**src/rtl/asr_pkg.sv**
```systemverilog
// package: register map, field positions, reset values and shared types of the serial receiver
package asr_pkg;

  // register byte offsets on the register bus
  localparam logic [3:0] OFS_CTRL = 4'h0;
  localparam logic [3:0] OFS_STATUS = 4'h4;
  localparam logic [3:0] OFS_DATA = 4'h8;
  localparam logic [3:0] OFS_BAUD = 4'hC;

  // control register bit positions
  localparam int CTL_RX_EN = 0;
  localparam int CTL_RIE = 1;
  localparam int CTL_ID_WAIT = 2;
  localparam int CTL_SEVEN = 3;
  localparam int CTL_PAR_EN = 4;
  localparam int CTL_PAR_ODD = 5;
  localparam int CTL_ADDR_FMT = 6;
  localparam int CTL_TWO_STOP = 7;
  localparam int CTL_TX_ADDR = 8;

  // status register bit positions
  localparam int STS_FULL = 0;
  localparam int STS_OVR = 1;
  localparam int STS_FER = 2;
  localparam int STS_PER = 3;
  localparam int STS_ADDR_BIT = 4;
  localparam int STS_LINE = 5;

  // sampling: 16 base ticks per bit, latch on the 8th
  localparam logic [3:0] TICKS_LAST = 4'hF;
  localparam logic [3:0] MID_START = 4'h7;
  localparam logic [2:0] BITS_8_LAST = 3'h7;
  localparam logic [2:0] BITS_7_LAST = 3'h6;

  // reset value of the base-tick divisor (tick period is divisor + 1 clocks)
  localparam logic [15:0] BAUD_RESET = 16'h00A2;

  localparam logic [1:0] RESP_OKAY = 2'h0;
  localparam logic [1:0] RESP_SLVERR = 2'h2;

  typedef struct packed {
    logic tx_address_bit;
    logic two_stop;
    logic address_bit_format;
    logic parity_odd;
    logic parity_enable;
    logic seven_bit_select;
    logic id_wait_enable;
    logic receive_irq_enable;
    logic rx_enable;
  } asr_ctrl_t;

  typedef struct packed {
    logic level;
    logic tick;
  } asr_line_t;

  typedef enum logic [2:0] {
    RX_IDLE,
    RX_START,
    RX_DATA,
    RX_EXTRA,
    RX_STOP
  } asr_rx_state_t;

endpackage

```
**src/rtl/asr_front.sv**
```systemverilog
// line front end: pin synchroniser and 16x base-tick generator
`timescale 1ns/1ns
`default_nettype none
module asr_front #(
  parameter int DIV_W = 16
) (
  input wire logic ref_clk,
  input wire logic nrst,
  input wire logic rxd_pin,
  input wire logic [DIV_W-1:0] divisor,
  output asr_pkg::asr_line_t line
);

  typedef struct packed {
    logic sync1;
    logic sync2;
    logic tick;
    logic [DIV_W-1:0] cnt;
  } asr_front_state_t;

  asr_front_state_t s_reg;
  asr_front_state_t s_next;

  always_comb
  begin
    s_next = s_reg;
    // sync1 feeds sync2 only
    s_next.sync1 = rxd_pin;
    s_next.sync2 = s_reg.sync1;
    s_next.tick = 1'b0;
    if (s_reg.cnt == '0)
    begin
      s_next.cnt = divisor;
      s_next.tick = 1'b1;
    end
    else
    begin
      s_next.cnt = s_reg.cnt - 1'b1;
    end
  end

  always_ff @(posedge ref_clk or negedge nrst)
  begin
    if (!nrst)
    begin
      // idle line is high
      s_reg <= '{sync1: 1'b1, sync2: 1'b1, tick: 1'b0, cnt: '0};
    end
    else
    begin
      s_reg <= s_next;
    end
  end

  assign line.level = s_reg.sync2;
  assign line.tick = s_reg.tick;

endmodule // asr_front
`default_nettype wire

```
**src/rtl/asr_top.sv**
```systemverilog
// asynchronous serial receiver with multiprocessor addressing and an axi4-lite register slave
//
// Functional notes
// - detect start, shift frame, check parity, stop
// - frame while full: overrun, data lost
// - any error flag with enable raises error_irq
// - parity mismatch flags and still stores data
// - zero stop bit flags and stores data
// - clean frame stores data, sets full flag
// - errored frame leaves full flag unchanged
// - no new frame while error flag set
// - dma data read clears full flag
// - address bit one is id, zero data
// - id wait skips frames until address bit
// - address frame sets flag, ends id wait
// - address format ignores parity enable
// - transmit address bit chosen by software
// - 16x base clock, latch on 8th tick
// - twelve formats: 7/8 data, parity/address, stops
`timescale 1ns/1ns
`default_nettype none
module asr_top #(
  parameter int ADDR_W = 4,
  parameter int DIV_W = 16
) (
  input wire logic ref_clk,
  input wire logic nrst,
  input wire logic [ADDR_W-1:0] s_axi_awaddr,
  input wire logic s_axi_awvalid,
  output logic s_axi_awready,
  input wire logic [31:0] s_axi_wdata,
  input wire logic [3:0] s_axi_wstrb,
  input wire logic s_axi_wvalid,
  output logic s_axi_wready,
  output logic [1:0] s_axi_bresp,
  output logic s_axi_bvalid,
  input wire logic s_axi_bready,
  input wire logic [ADDR_W-1:0] s_axi_araddr,
  input wire logic s_axi_arvalid,
  output logic s_axi_arready,
  output logic [31:0] s_axi_rdata,
  output logic [1:0] s_axi_rresp,
  output logic s_axi_rvalid,
  input wire logic s_axi_rready,
  input wire logic rxd_pin,
  input wire logic dma_read_strobe,
  output logic [7:0] rx_data,
  output logic receive_full_irq,
  output logic error_irq
);

  typedef struct packed {
    // register bus
    logic awready;
    logic wready;
    logic arready;
    logic aw_got;
    logic [ADDR_W-1:0] aw_addr;
    logic w_got;
    logic [31:0] w_data;
    logic [3:0] w_strb;
    logic bvalid;
    logic [1:0] bresp;
    logic rvalid;
    logic [31:0] rdata;
    logic [1:0] rresp;
    // registers
    asr_pkg::asr_ctrl_t ctrl;
    logic [DIV_W-1:0] divisor;
    logic [7:0] receive_data_reg;
    logic rx_full_flag;
    logic overrun_flag;
    logic framing_fault_flag;
    logic parity_fault_flag;
    logic received_address_bit;
    logic receive_full_irq;
    logic error_irq;
    // receiver
    asr_pkg::asr_rx_state_t rx_state;
    logic [3:0] tick_cnt;
    logic [2:0] bit_idx;
    logic [7:0] receive_shift_reg;
    logic extra_bit;
    logic line_prev;
  } asr_state_t;

  asr_state_t s_reg;
  asr_state_t s_next;
  asr_pkg::asr_line_t line;

  asr_front #(
    .DIV_W(DIV_W)
  ) u_front (
    .ref_clk(ref_clk),
    .nrst(nrst),
    .rxd_pin(rxd_pin),
    .divisor(s_reg.divisor),
    .line(line)
  );

  function automatic logic [31:0] read_mux(input asr_state_t s, input logic [ADDR_W-1:0] a,
                                           input logic lvl);
    logic [31:0] v;
    v = 32'h0000_0000;
    unique case (a)
      asr_pkg::OFS_CTRL: v[8:0] = s.ctrl;
      asr_pkg::OFS_STATUS:
      begin
        v[asr_pkg::STS_FULL] = s.rx_full_flag;
        v[asr_pkg::STS_OVR] = s.overrun_flag;
        v[asr_pkg::STS_FER] = s.framing_fault_flag;
        v[asr_pkg::STS_PER] = s.parity_fault_flag;
        v[asr_pkg::STS_ADDR_BIT] = s.received_address_bit;
        v[asr_pkg::STS_LINE] = lvl;
      end
      asr_pkg::OFS_DATA: v[7:0] = s.receive_data_reg;
      asr_pkg::OFS_BAUD: v[DIV_W-1:0] = s.divisor;
      default: v = 32'h0000_0000;
    endcase
    return v;
  endfunction

  function automatic logic mapped(input logic [ADDR_W-1:0] a);
    return (a == asr_pkg::OFS_CTRL) || (a == asr_pkg::OFS_STATUS) ||
           (a == asr_pkg::OFS_DATA) || (a == asr_pkg::OFS_BAUD);
  endfunction

  always_comb
  begin
    logic has_extra;
    logic par_bad;
    logic stop_bad;
    logic any_err;
    logic [7:0] frame_data;
    logic [2:0] last_bit;
    has_extra = 1'b0;
    par_bad = 1'b0;
    stop_bad = 1'b0;
    any_err = 1'b0;
    frame_data = 8'h00;
    last_bit = 3'h0;
    s_next = s_reg;

    // write channel: address and data taken in either order
    if (s_axi_awvalid && s_reg.awready)
    begin
      s_next.aw_got = 1'b1;
      s_next.aw_addr = s_axi_awaddr;
    end
    if (s_axi_wvalid && s_reg.wready)
    begin
      s_next.w_got = 1'b1;
      s_next.w_data = s_axi_wdata;
      s_next.w_strb = s_axi_wstrb;
    end
    if (s_reg.bvalid && s_axi_bready)
    begin
      s_next.bvalid = 1'b0;
    end
    if (s_next.aw_got && s_next.w_got && !s_next.bvalid)
    begin
      s_next.aw_got = 1'b0;
      s_next.w_got = 1'b0;
      s_next.bvalid = 1'b1;
      s_next.bresp = mapped(s_next.aw_addr) ? asr_pkg::RESP_OKAY : asr_pkg::RESP_SLVERR;
      unique case (s_next.aw_addr)
        asr_pkg::OFS_CTRL:
        begin
          if (s_next.w_strb[0])
          begin
            s_next.ctrl[7:0] = s_next.w_data[7:0];
          end
          if (s_next.w_strb[1])
          begin
            s_next.ctrl.tx_address_bit = s_next.w_data[asr_pkg::CTL_TX_ADDR];
          end
        end
        asr_pkg::OFS_STATUS:
        begin
          // writing zero clears a flag; later frame events override
          if (s_next.w_strb[0])
          begin
            if (!s_next.w_data[asr_pkg::STS_FULL])
            begin
              s_next.rx_full_flag = 1'b0;
            end
            if (!s_next.w_data[asr_pkg::STS_OVR])
            begin
              s_next.overrun_flag = 1'b0;
            end
            if (!s_next.w_data[asr_pkg::STS_FER])
            begin
              s_next.framing_fault_flag = 1'b0;
            end
            if (!s_next.w_data[asr_pkg::STS_PER])
            begin
              s_next.parity_fault_flag = 1'b0;
            end
            if (!s_next.w_data[asr_pkg::STS_ADDR_BIT])
            begin
              s_next.received_address_bit = 1'b0;
            end
          end
        end
        asr_pkg::OFS_BAUD:
        begin
          if (s_next.w_strb[0])
          begin
            s_next.divisor[7:0] = s_next.w_data[7:0];
          end
          if (s_next.w_strb[1])
          begin
            s_next.divisor[DIV_W-1:8] = s_next.w_data[DIV_W-1:8];
          end
        end
        default:
        begin
        end
      endcase
    end

    // read channel
    if (s_reg.rvalid && s_axi_rready)
    begin
      s_next.rvalid = 1'b0;
    end
    if (s_axi_arvalid && s_reg.arready)
    begin
      s_next.rvalid = 1'b1;
      s_next.rdata = read_mux(s_reg, s_axi_araddr, line.level);
      s_next.rresp = mapped(s_axi_araddr) ? asr_pkg::RESP_OKAY : asr_pkg::RESP_SLVERR;
    end

    if (dma_read_strobe)
    begin
      s_next.rx_full_flag = 1'b0;
    end

    // receiver
    has_extra = s_reg.ctrl.address_bit_format || s_reg.ctrl.parity_enable;
    last_bit = s_reg.ctrl.seven_bit_select ? asr_pkg::BITS_7_LAST : asr_pkg::BITS_8_LAST;
    any_err = s_reg.overrun_flag || s_reg.framing_fault_flag || s_reg.parity_fault_flag;
    if (line.tick)
    begin
      s_next.line_prev = line.level;
      s_next.tick_cnt = s_reg.tick_cnt + 4'h1;
    end
    unique case (s_reg.rx_state)
      asr_pkg::RX_IDLE:
      begin
        s_next.tick_cnt = 4'h0;
        // falling edge only, so a held break never retriggers
        if (line.tick && s_reg.line_prev && !line.level && s_reg.ctrl.rx_enable && !any_err)
        begin
          s_next.rx_state = asr_pkg::RX_START;
        end
      end
      asr_pkg::RX_START:
      begin
        if (line.tick && s_reg.tick_cnt == asr_pkg::MID_START)
        begin
          // 8th tick after the edge is mid start bit; a high level is a glitch
          s_next.tick_cnt = 4'h0;
          s_next.bit_idx = 3'h0;
          s_next.rx_state = line.level ? asr_pkg::RX_IDLE : asr_pkg::RX_DATA;
        end
      end
      asr_pkg::RX_DATA:
      begin
        if (line.tick && s_reg.tick_cnt == asr_pkg::TICKS_LAST)
        begin
          s_next.receive_shift_reg = {line.level, s_reg.receive_shift_reg[7:1]};
          s_next.bit_idx = s_reg.bit_idx + 3'h1;
          if (s_reg.bit_idx == last_bit)
          begin
            s_next.rx_state = has_extra ? asr_pkg::RX_EXTRA : asr_pkg::RX_STOP;
          end
        end
      end
      asr_pkg::RX_EXTRA:
      begin
        if (line.tick && s_reg.tick_cnt == asr_pkg::TICKS_LAST)
        begin
          s_next.extra_bit = line.level;
          s_next.rx_state = asr_pkg::RX_STOP;
        end
      end
      asr_pkg::RX_STOP:
      begin
        if (line.tick && s_reg.tick_cnt == asr_pkg::TICKS_LAST)
        begin
          // frame ends at mid first stop; a second stop bit is just idle line
          s_next.rx_state = asr_pkg::RX_IDLE;
          frame_data = s_reg.ctrl.seven_bit_select ?
                       {1'b0, s_reg.receive_shift_reg[7:1]} : s_reg.receive_shift_reg;
          par_bad = s_reg.ctrl.parity_enable && !s_reg.ctrl.address_bit_format &&
                    ((^{frame_data, s_reg.extra_bit}) != s_reg.ctrl.parity_odd);
          stop_bad = !line.level;
          if (s_reg.ctrl.address_bit_format)
          begin
            s_next.received_address_bit = s_reg.extra_bit;
          end
          if (s_reg.ctrl.address_bit_format && s_reg.ctrl.id_wait_enable && !s_reg.extra_bit)
          begin
            // data frame for another station: skipped silently
            s_next.rx_state = asr_pkg::RX_IDLE;
          end
          else
          begin
            if (s_reg.ctrl.address_bit_format && s_reg.ctrl.id_wait_enable)
            begin
              s_next.ctrl.id_wait_enable = 1'b0;
            end
            s_next.framing_fault_flag = s_next.framing_fault_flag || stop_bad;
            s_next.parity_fault_flag = s_next.parity_fault_flag || par_bad;
            if (s_reg.rx_full_flag)
            begin
              // data lost, full flag kept
              s_next.overrun_flag = 1'b1;
              s_next.rx_full_flag = 1'b1;
            end
            else if (stop_bad || par_bad)
            begin
              s_next.receive_data_reg = frame_data;
              s_next.rx_full_flag = s_reg.rx_full_flag;
            end
            else
            begin
              s_next.receive_data_reg = frame_data;
              s_next.rx_full_flag = 1'b1;
            end
          end
        end
      end
    endcase
    if (!s_reg.ctrl.rx_enable)
    begin
      // disabling aborts a frame but keeps flags and data
      s_next.rx_state = asr_pkg::RX_IDLE;
    end

    s_next.awready = !s_next.aw_got && !s_next.bvalid;
    s_next.wready = !s_next.w_got && !s_next.bvalid;
    s_next.arready = !s_next.rvalid;
    s_next.receive_full_irq = s_next.rx_full_flag && s_next.ctrl.receive_irq_enable;
    s_next.error_irq = (s_next.overrun_flag || s_next.framing_fault_flag ||
                        s_next.parity_fault_flag) && s_next.ctrl.receive_irq_enable;
  end

  always_ff @(posedge ref_clk or negedge nrst)
  begin
    if (!nrst)
    begin
      s_reg <= '0;
      s_reg.awready <= 1'b1;
      s_reg.wready <= 1'b1;
      s_reg.arready <= 1'b1;
      s_reg.divisor <= DIV_W'(asr_pkg::BAUD_RESET);
      s_reg.line_prev <= 1'b1;
      s_reg.rx_state <= asr_pkg::RX_IDLE;
    end
    else
    begin
      s_reg <= s_next;
    end
  end

  assign s_axi_awready = s_reg.awready;
  assign s_axi_wready = s_reg.wready;
  assign s_axi_bresp = s_reg.bresp;
  assign s_axi_bvalid = s_reg.bvalid;
  assign s_axi_arready = s_reg.arready;
  assign s_axi_rdata = s_reg.rdata;
  assign s_axi_rresp = s_reg.rresp;
  assign s_axi_rvalid = s_reg.rvalid;
  assign rx_data = s_reg.receive_data_reg;
  assign receive_full_irq = s_reg.receive_full_irq;
  assign error_irq = s_reg.error_irq;

endmodule // asr_top
`default_nettype wire

```
**config.mk**
```make
export PLATFORM = sky130hd
export DESIGN_NAME = asr_top
export DESIGN_NICKNAME = d
export VERILOG_FILES = /design/src/rtl/asr_pkg.sv /design/src/rtl/asr_front.sv /design/src/rtl/asr_top.sv
export SDC_FILE = /design/constraint.sdc
export NUM_CORES = 1
export LEC_CHECK = 0
export BUFFER_PORTS_ARGS = -buffer_cell sky130_fd_sc_hd__buf_4
export CORE_ASPECT_RATIO = 1.1
export CORE_MARGIN = 3
export CORE_UTILIZATION = 55
export CTS_CLUSTER_DIAMETER = 150
export DETAILED_ROUTE_END_ITERATION = 6
export PLACE_DENSITY_LB_ADDON = 0.25
export SLEW_MARGIN = 10
export SYNTH_ARGS = -nofsm -noshare
export SYNTH_HDL_FRONTEND = slang
export SYNTH_SLANG_ARGS = --single-unit
export TNS_END_PERCENT = 20
```
**constraint.sdc**
```tcl
create_clock -name ref_clk -period 4.2 [get_ports ref_clk]
set_clock_uncertainty 0.1 [all_clocks]
set_input_delay 1.05 -clock ref_clk [delete_from_list [all_inputs] [get_ports ref_clk]]
set_output_delay 1.05 -clock ref_clk [all_outputs]
set_load 0.01 [all_outputs]
```
Word-level counts from Yosys, hierarchy flattened --
Index checks and enable logic that the tools add are counted.
Storage, ports and cells: logic and storage cells 188, memories kept 0, input bits 53, ROM bits 0, register bits after elaboration 146, output and inout bits 51, bits in latches 0, memory bits (writable) 0
Cells by class: multipliers 0, $add $sub $neg 3, reduce and logical (&&, ||, !) cells 59, shifts and indexed selects 0, equality and inequality tests 22, divide/modulo/power cells 0, bitwise operators 2, magnitude comparators 0, multiplexer cells 58
Operator list (count):
- $mux 37 | 1
- $mux 35 | 1
- $mux 16 | 2
- $mux 3 | 10
- $mux 5 | 6
- $mux 8 | 3
- $pmux 6 s4 | 1
- $logic_and 1x1->1 | 21
- $eq 4x4->1 const B | 5
- $mux 1 | 20
- $mux 19 | 1
- $ne 3x3->1 const B | 6
- $logic_not 16->1 | 1
- $sub 16x1->16 const B | 1
- $pmux 3 s5 | 1
- $reduce_and 3->1 | 5
- $logic_or 1x1->1 | 14
- $eq 4x3->1 const B | 3
- $mux 11 | 1
- $mux 10 | 1
- $logic_not 1->1 | 9
- $reduce_xor 9->1 | 1
- $logic_not 4->1 | 2
- $mux 4 | 2
- other kinds (20) | 26

Depth between registers and ports, before layout --
Gate-level depths: netlist of the first run.
depth after elaboration 13, depth in mapped cells 8, gate-level depth less buffers 6

Modules after synthesis --
From an unflattened synthesis of the first run, not the netlist that was laid out.
Second synthesis, totals: cells, all modules 515, area, all modules 6084.6 um2
Modules (own cells, without submodules):
- asr_top | instances 1, cells each 409, sequential area each 2686.3 um2, area an instance 5081.1 um2
- asr_front | instances 1, cells each 106, sequential area each 478.0 um2, area an instance 1003.5 um2

Worst setup path after synthesis of the first run --
Ideal clock, no wire load.
path kind in2reg, start in s_axi_awaddr[1], end reg, netlist name s_reg[43], path buffers 0, setup time 0.125 ns, required time 3.975 ns, data arrival time 2.436 ns, stages 5, slack 1.539 ns, cells stage by stage and4bb_4 -> o21ai_2 -> or2_4 -> nor3_4 -> mux2_2
Between the ends: longest elaborated chain between the ends 3
RTL lines:
- start: declaration | line asr_top.sv:28 | input wire logic [ADDR_W-1:0] s_axi_awaddr,
- $mux 5 | line asr_top.sv:145 | if (s_axi_awvalid && s_reg.awready)
- $eq 4x4->1 | line asr_top.sv:166 | unique case (s_next.aw_addr)
- $reduce_and 3->1 (no source line)
Every way passes these cells. A chain may end at the register's enable or synchronous reset.

==> results.cfg, run 1 <==
[sta]
hold_viol_final = 0
fin_crit_sh = 0.648
timing.fmax_mhz = 367
setup_violations = 0
rsz0062_at_grt = no
slew_violations = 0
finalCriticalPeriod_ns = 2.72
setup_tns_ns = 0
slew_headroom = 0.412
tightest_slew_ns = 0.882

[die]
num_io_pins = 104
initial_core_util = 0.576
die_y_um = 117
num_rows = 39
fp.dieW_um = 107
placeableCoreArea_mm2 = 0.0106
die-area_mm2 = 0.0125

[drt]
top_layer_used = met4
wl_mm = 12.4
vias = 4021
ant_nets = 0
wl_met3_um = 512
drt-met1-wl_mm = 5.34
dr_wl_met2_mm = 6.27
first_pass_iters = 5
vias_per_cell = 5.58
wire_per_inst_um = 17.2
drt_iter0_drc = 163
drc = 0

[finish]
layout.nets = 623
largest_reg_flops = 74
post-route-util = 0.668
mostFrequentLayoutCell = dfrtp_1
area_delta_synth_final_pct = 15.9
layout_common_cells = 117 x dfrtp_1, 71 x buf_4, 67 x mux2_2, 38 x nor2_1, 27 x nand2_1
drive_above_1_share = 0.344
instances_no_fill = 721
antennaDiodeCount = 0

[critical_path]
endpoint_kind = flop
reg2regPathDepth = 5
path_common_cell = buf_4
critPathMaxFanout = 14
cpMaxStageDelayCell = nor4_4
crit_chain = buf_4, nand2_1, buf_4, a21oi_1, nor4_4, mux2i_1, o21ba_1
cp.arrival_ns = 2.92
r2r_end = receive_full_irq
critPathKind = in -> reg
r2r-start = s_axi_wready
rrSetupSlack_ns = 1.68
slowest_delay_ns = 0.70
required_ns = 4.40
start_kind = input pin

[clocking]
cts_tree = yes
clk_path_buf_depth = 2
clk_latency_ns = 0.41
root_buffer = clkbuf_16
cts_inserted_buffers = 17
postCtsHoldBufs = 0
clkSlewWorstSetupHoldPaths_ns = 0.05
post_cts_resize_count = 0
cts_setup_buffers = 0
h-tree-depth = 4
clock-sinks = 126

[global_route]
antenna_found_initial = 0
grt_pass1_wl_mm = 20.3
grt_overflow = 0
grt_usage = 0.214
grt_pass1_vias = 4049
grt_max_degree = 51

[flow_run]
cap_violations = 0

[worst_hold_path]
hp-class = reg -> reg
holdPathEnd = u_front.line[1]
hp-start = u_front.s_next[17]
holdPathStages = 0

[synthesis]
ys_seq_elements = 126
netlist_area_mm2 = 0.00613
synth_warnings = 0
ys_types = 64
synth_flop_cell = dfrtp_1
synth_edf_count = 0
avgSynthCellArea_um2 = 11.8
syn_inst = 520
ys_seq_area_frac = 0.516
synthArstFlopShare = 1.00

[placed_design]
port_buffers = 67
dp_cells = 690
place.gp.congestion = 0.824
hpwl_mm = 8.82

[power_and_ir_drop]
power_leakage_nw = 3.33
peakVddDrop_uv = 274
fin_total_pwr_mw = 4.33
p_per_area_mw_per_mm2 = 609

[outcome]
status = finished clean
## final cells by class
| class | instances | area [um2] |
|---|---|---|
| fillers | 815 | 3530 |
| flip-flops and latches | 126 | 3160 |
| multi-input cells | 336 | 2560 |
| repair buffers | 71 | 533 |
| clock buffers | 20 | 457 |
| well taps | 143 | 179 |
| clock inverters | 11 | 165 |
| inverters | 14 | 52.6 |
## cell families after synthesis
| group | Yosys count | share of synthesized area |
|---|---|---|
| AOI/OAI and AO/OA | 88 | 0.0981 |
| xor gates and xnor gates | 23 | 0.0351 |
| adders and majority gates | 4 | 0.00816 |
| buffers and inverters | 75 | 0.0771 |
| DFF | 126 | 0.516 |
| muxes | 78 | 0.153 |
| other | 1 | 0.000612 |
| and+or+nand+nor | 125 | 0.112 |
## stage by stage
step / setup WS, ns / instance area (um2) / hold WS, ns
2_1_floorplan: 1.54 / 6200 / 0.245
5_1_grt: 1.32 / 7110 / 0.258
3_5_place_dp: 1.06 / 6490 / 0.248
4_1_cts: 1.49 / 7110 / 0.256
6_report: 1.48 / 7110 / 0.256
3_3_place_gp: 1.09 / 6490 / 0.248
## power by group
part           switching (mW)  leakage [nW]  internal [mW]  total [mW]
clock network           0.518         0.294           1.02        1.53
registers               0.279          1.61           1.57        1.85
logic                   0.472          1.42          0.472       0.944
total                    1.27          3.33           3.06        4.33
## worst max-delay path by stage
stage	from	to	slack, ns
6_report	s_axi_wvalid	receive_full_irq	1.48
5_1_grt	s_axi_wvalid	receive_full_irq	1.32
4_1_cts	s_axi_wvalid	receive_full_irq	1.49
3_5_place_dp	s_axi_wvalid	receive_full_irq	1.06
3_3_place_gp	s_axi_wvalid	receive_full_irq	1.09
2_1_floorplan	s_axi_awaddr[1]	s_reg[43]	1.54
## metal layers
layer / GRT usage / up-vias
met5: 0 / -
met4: 0.0972 / 0
met3: 0.0459 / 21
met2: 0.372 / 91
met1: 0.259 / 2021
li1: - / 1888
## cells in the mapped netlist (all sizes together), types with 5 or more instances
master  number  area share
nor2        39       0.024
xnor2       14       0.020
dfstp        9       0.039
nand3        8      0.0065
o21ai       21       0.018
nor3        13       0.014
a22o        19       0.027
inv         14      0.0086
mux2        67        0.12
dfrtp      117        0.48
nand2       27       0.017
clkbuf       9      0.0055
buf         52       0.063
and3         5      0.0051
xor2         8       0.011
a21oi       22       0.018
mux4         6       0.022
mux2i        5      0.0082
## worst max-delay path: cells and delay by family
kind | cells | cell delay [ns]
and+or+nand+nor | 2 | 0.76
AOI/OAI and AO/OA | 2 | 0.40
muxes | 1 | 0.37
buffers and inverters | 2 | 0.35
No activity file was read; power rests on OpenSTA's default activity.
==> run 2: changes to the inputs <==
==> constraint.sdc (replaced) <==
create_clock -name ref_clk -period 2.7 [get_ports ref_clk]
set_clock_uncertainty 0.1 [all_clocks]
set_input_delay 0.675 -clock ref_clk [delete_from_list [all_inputs] [get_ports ref_clk]]
set_output_delay 0.675 -clock ref_clk [all_outputs]
set_load 0.01 [all_outputs]
==> run 2 against run 1 <==
  * First-iteration DRC count rose by 4.9%
  * Die area did not move
  * Clock power rose by 58%
  * Register-to-register slack got worse by 1.3 ns
  * Sequential cell count did not move
  * Final cell count rose by 1.8%
  * Combinational power rose by 64%
  * Highest routed layer unchanged
  * Utilization rose by 1.5 points
  * Worst setup slack got worse by 1.1 ns
  * Sequential share of layout area fell by 0.98 points
==> results.cfg, run 2 (synthesized netlist as in run 1, its figures left out) <==
[outcome]
status = finished clean

[global_route]
antenna_found_initial = 0
grt_pass1_wl_mm = 20.8
grt_usage = 0.218
grt_overflow = 0
grt_max_degree = 52
grt_pass1_vias = 4178

[flow_run]
cap_violations = 0

[sta]
fin_crit_sh = 0.874
layout_setup_ws_ns = 0.341
finalCriticalPeriod_ns = 2.36
slew_headroom = 0.564
setup_tns_ns = 0
setup_violations = 0
hold_viol_final = 0
timing.fmax_mhz = 424
rsz0062_at_grt = no
tightest_slew_ns = 0.650
slew_violations = 0
fin_hold_ws_ns = 0.148

[clocking]
cts_tree = yes
cts_setup_buffers = 0
clk_latency_ns = 0.41
post_cts_resize_count = 0
clkSlewWorstSetupHoldPaths_ns = 0.05
root_buffer = clkbuf_16
clock-sinks = 126
h-tree-depth = 4
postCtsHoldBufs = 0
clk_path_buf_depth = 2
cts_inserted_buffers = 17

[finish]
antennaDiodeCount = 0
drive_above_1_share = 0.360
fill_cells = 751
largest_reg_flops = 74
mostFrequentLayoutCell = dfrtp_1
area_delta_synth_final_pct = 18.5
instances_no_fill = 734
layout.nets = 635
layout_common_cells = 117 x dfrtp_1, 79 x buf_4, 67 x mux2_2, 38 x nor2_1, 27 x nand2_1

[power_and_ir_drop]
power_leakage_nw = 3.43
peakVddDrop_uv = 459
p_per_area_mw_per_mm2 = 941

[critical_path]
cp.arrival_ns = 2.55
critPathKind = reg -> reg
endpoint_kind = flop
critPathMaxFanout = 8
slowest_delay_ns = 0.40
start_kind = flop
crit_chain = ha_1, and4_1, and3_1, o21ai_1, nor2_2, mux2_2
cpMaxStageDelayCell = nor2_2
required_ns = 2.89

[die]
num_rows = 39
initial_core_util = 0.576
fp.dieW_um = 107
num_io_pins = 104
die-area_mm2 = 0.0125
die_y_um = 117
placeableCoreArea_mm2 = 0.0106

[drt]
wl_mm = 12.6
first_pass_iters = 4
drc = 0
vias = 4083
vias_per_cell = 5.56
ant_nets = 0
drt_iter0_drc = 171
wire_per_inst_um = 17.2

[worst_hold_path]
hp-class = in -> async

[placed_design]
port_buffers = 67
place.gp.congestion = 0.832
dp_cells = 702
place_worst_setup_slack_ns = 0.212
hpwl_mm = 8.94
==> run 2: changes by cell type in the layout (fill, tap and decap cells not counted), moves of 2 or more <==
cell        change
buf_4           +8
buf_12          +4
clkinvlp_4      -3
clkbuf_8        +2
clkinv_2        +2
==> run 2: power by group <==
part / switching [mW] / leakage [nW] / total (mW) / internal [mW]
combinational: 0.764 / 1.50 / 1.55 / 0.785
clock: 0.787 / 0.319 / 2.42 / 1.63
sequential: 0.418 / 1.61 / 2.87 / 2.45
total: 1.97 / 3.43 / 6.84 / 4.87
==> run 2: critical path: cells and delay by family (launching register included) <==
kind | cells | cell delay [ns]
simple gates | 3 | 0.88
mux | 1 | 0.39
flops | 1 | 0.38
compound gates | 1 | 0.25
fa+ha+maj | 1 | 0.24
==> run 2: metal layers <==
metal  track usage  up-vias  wire length [um]
met4         0.107        0               218
met5             0        -                 0
met1         0.262     2035              5150
met2         0.375      117              6520
li1              -     1913                 -
met3        0.0475       18               709
==> run 2: cell type report <==
class,count,area (um2),area share
Sequential cell,126,3160,0.435
Multi-Input combinational cell,336,2560,0.352
Timing Repair Buffer,83,673,0.0926
Clock buffer,21,480,0.0661
Tap cell,143,179,0.0246
Clock inverter,11,161,0.0222
Inverter,14,52.6,0.00723
==> run 2: worst paths after layout <==
| path | start | end | slack, ns | cells after the start |
|---|---|---|---|---|
| worst max-delay path | s_reg[13] | rx_data[6] | 0.34 | 6 |
| worst max register to register | s_reg[13] | rx_data[6] | 0.34 | 6 |
| worst min-delay path | nrst | s_reg[136] | 0.15 | 1 |
| max in group asynchronous | nrst | u_front.s_next[17] | 1.65 | 2 |
| min in group ref_clk | u_front.s_next[17] | u_front.line[1] | 0.26 | 0 |
| worst min register to register | u_front.s_next[17] | u_front.line[1] | 0.26 | 0 |
==> run 2: metrics by stage <==
step	cell area [um2]	util	power [mW]
floorplan	6200	-	3.90
global placement	6630	0.623	4.34
detailed placement	6630	0.623	4.42
CTS	7270	0.683	6.88
global route	7270	0.683	7.18
finish	7270	0.683	6.84
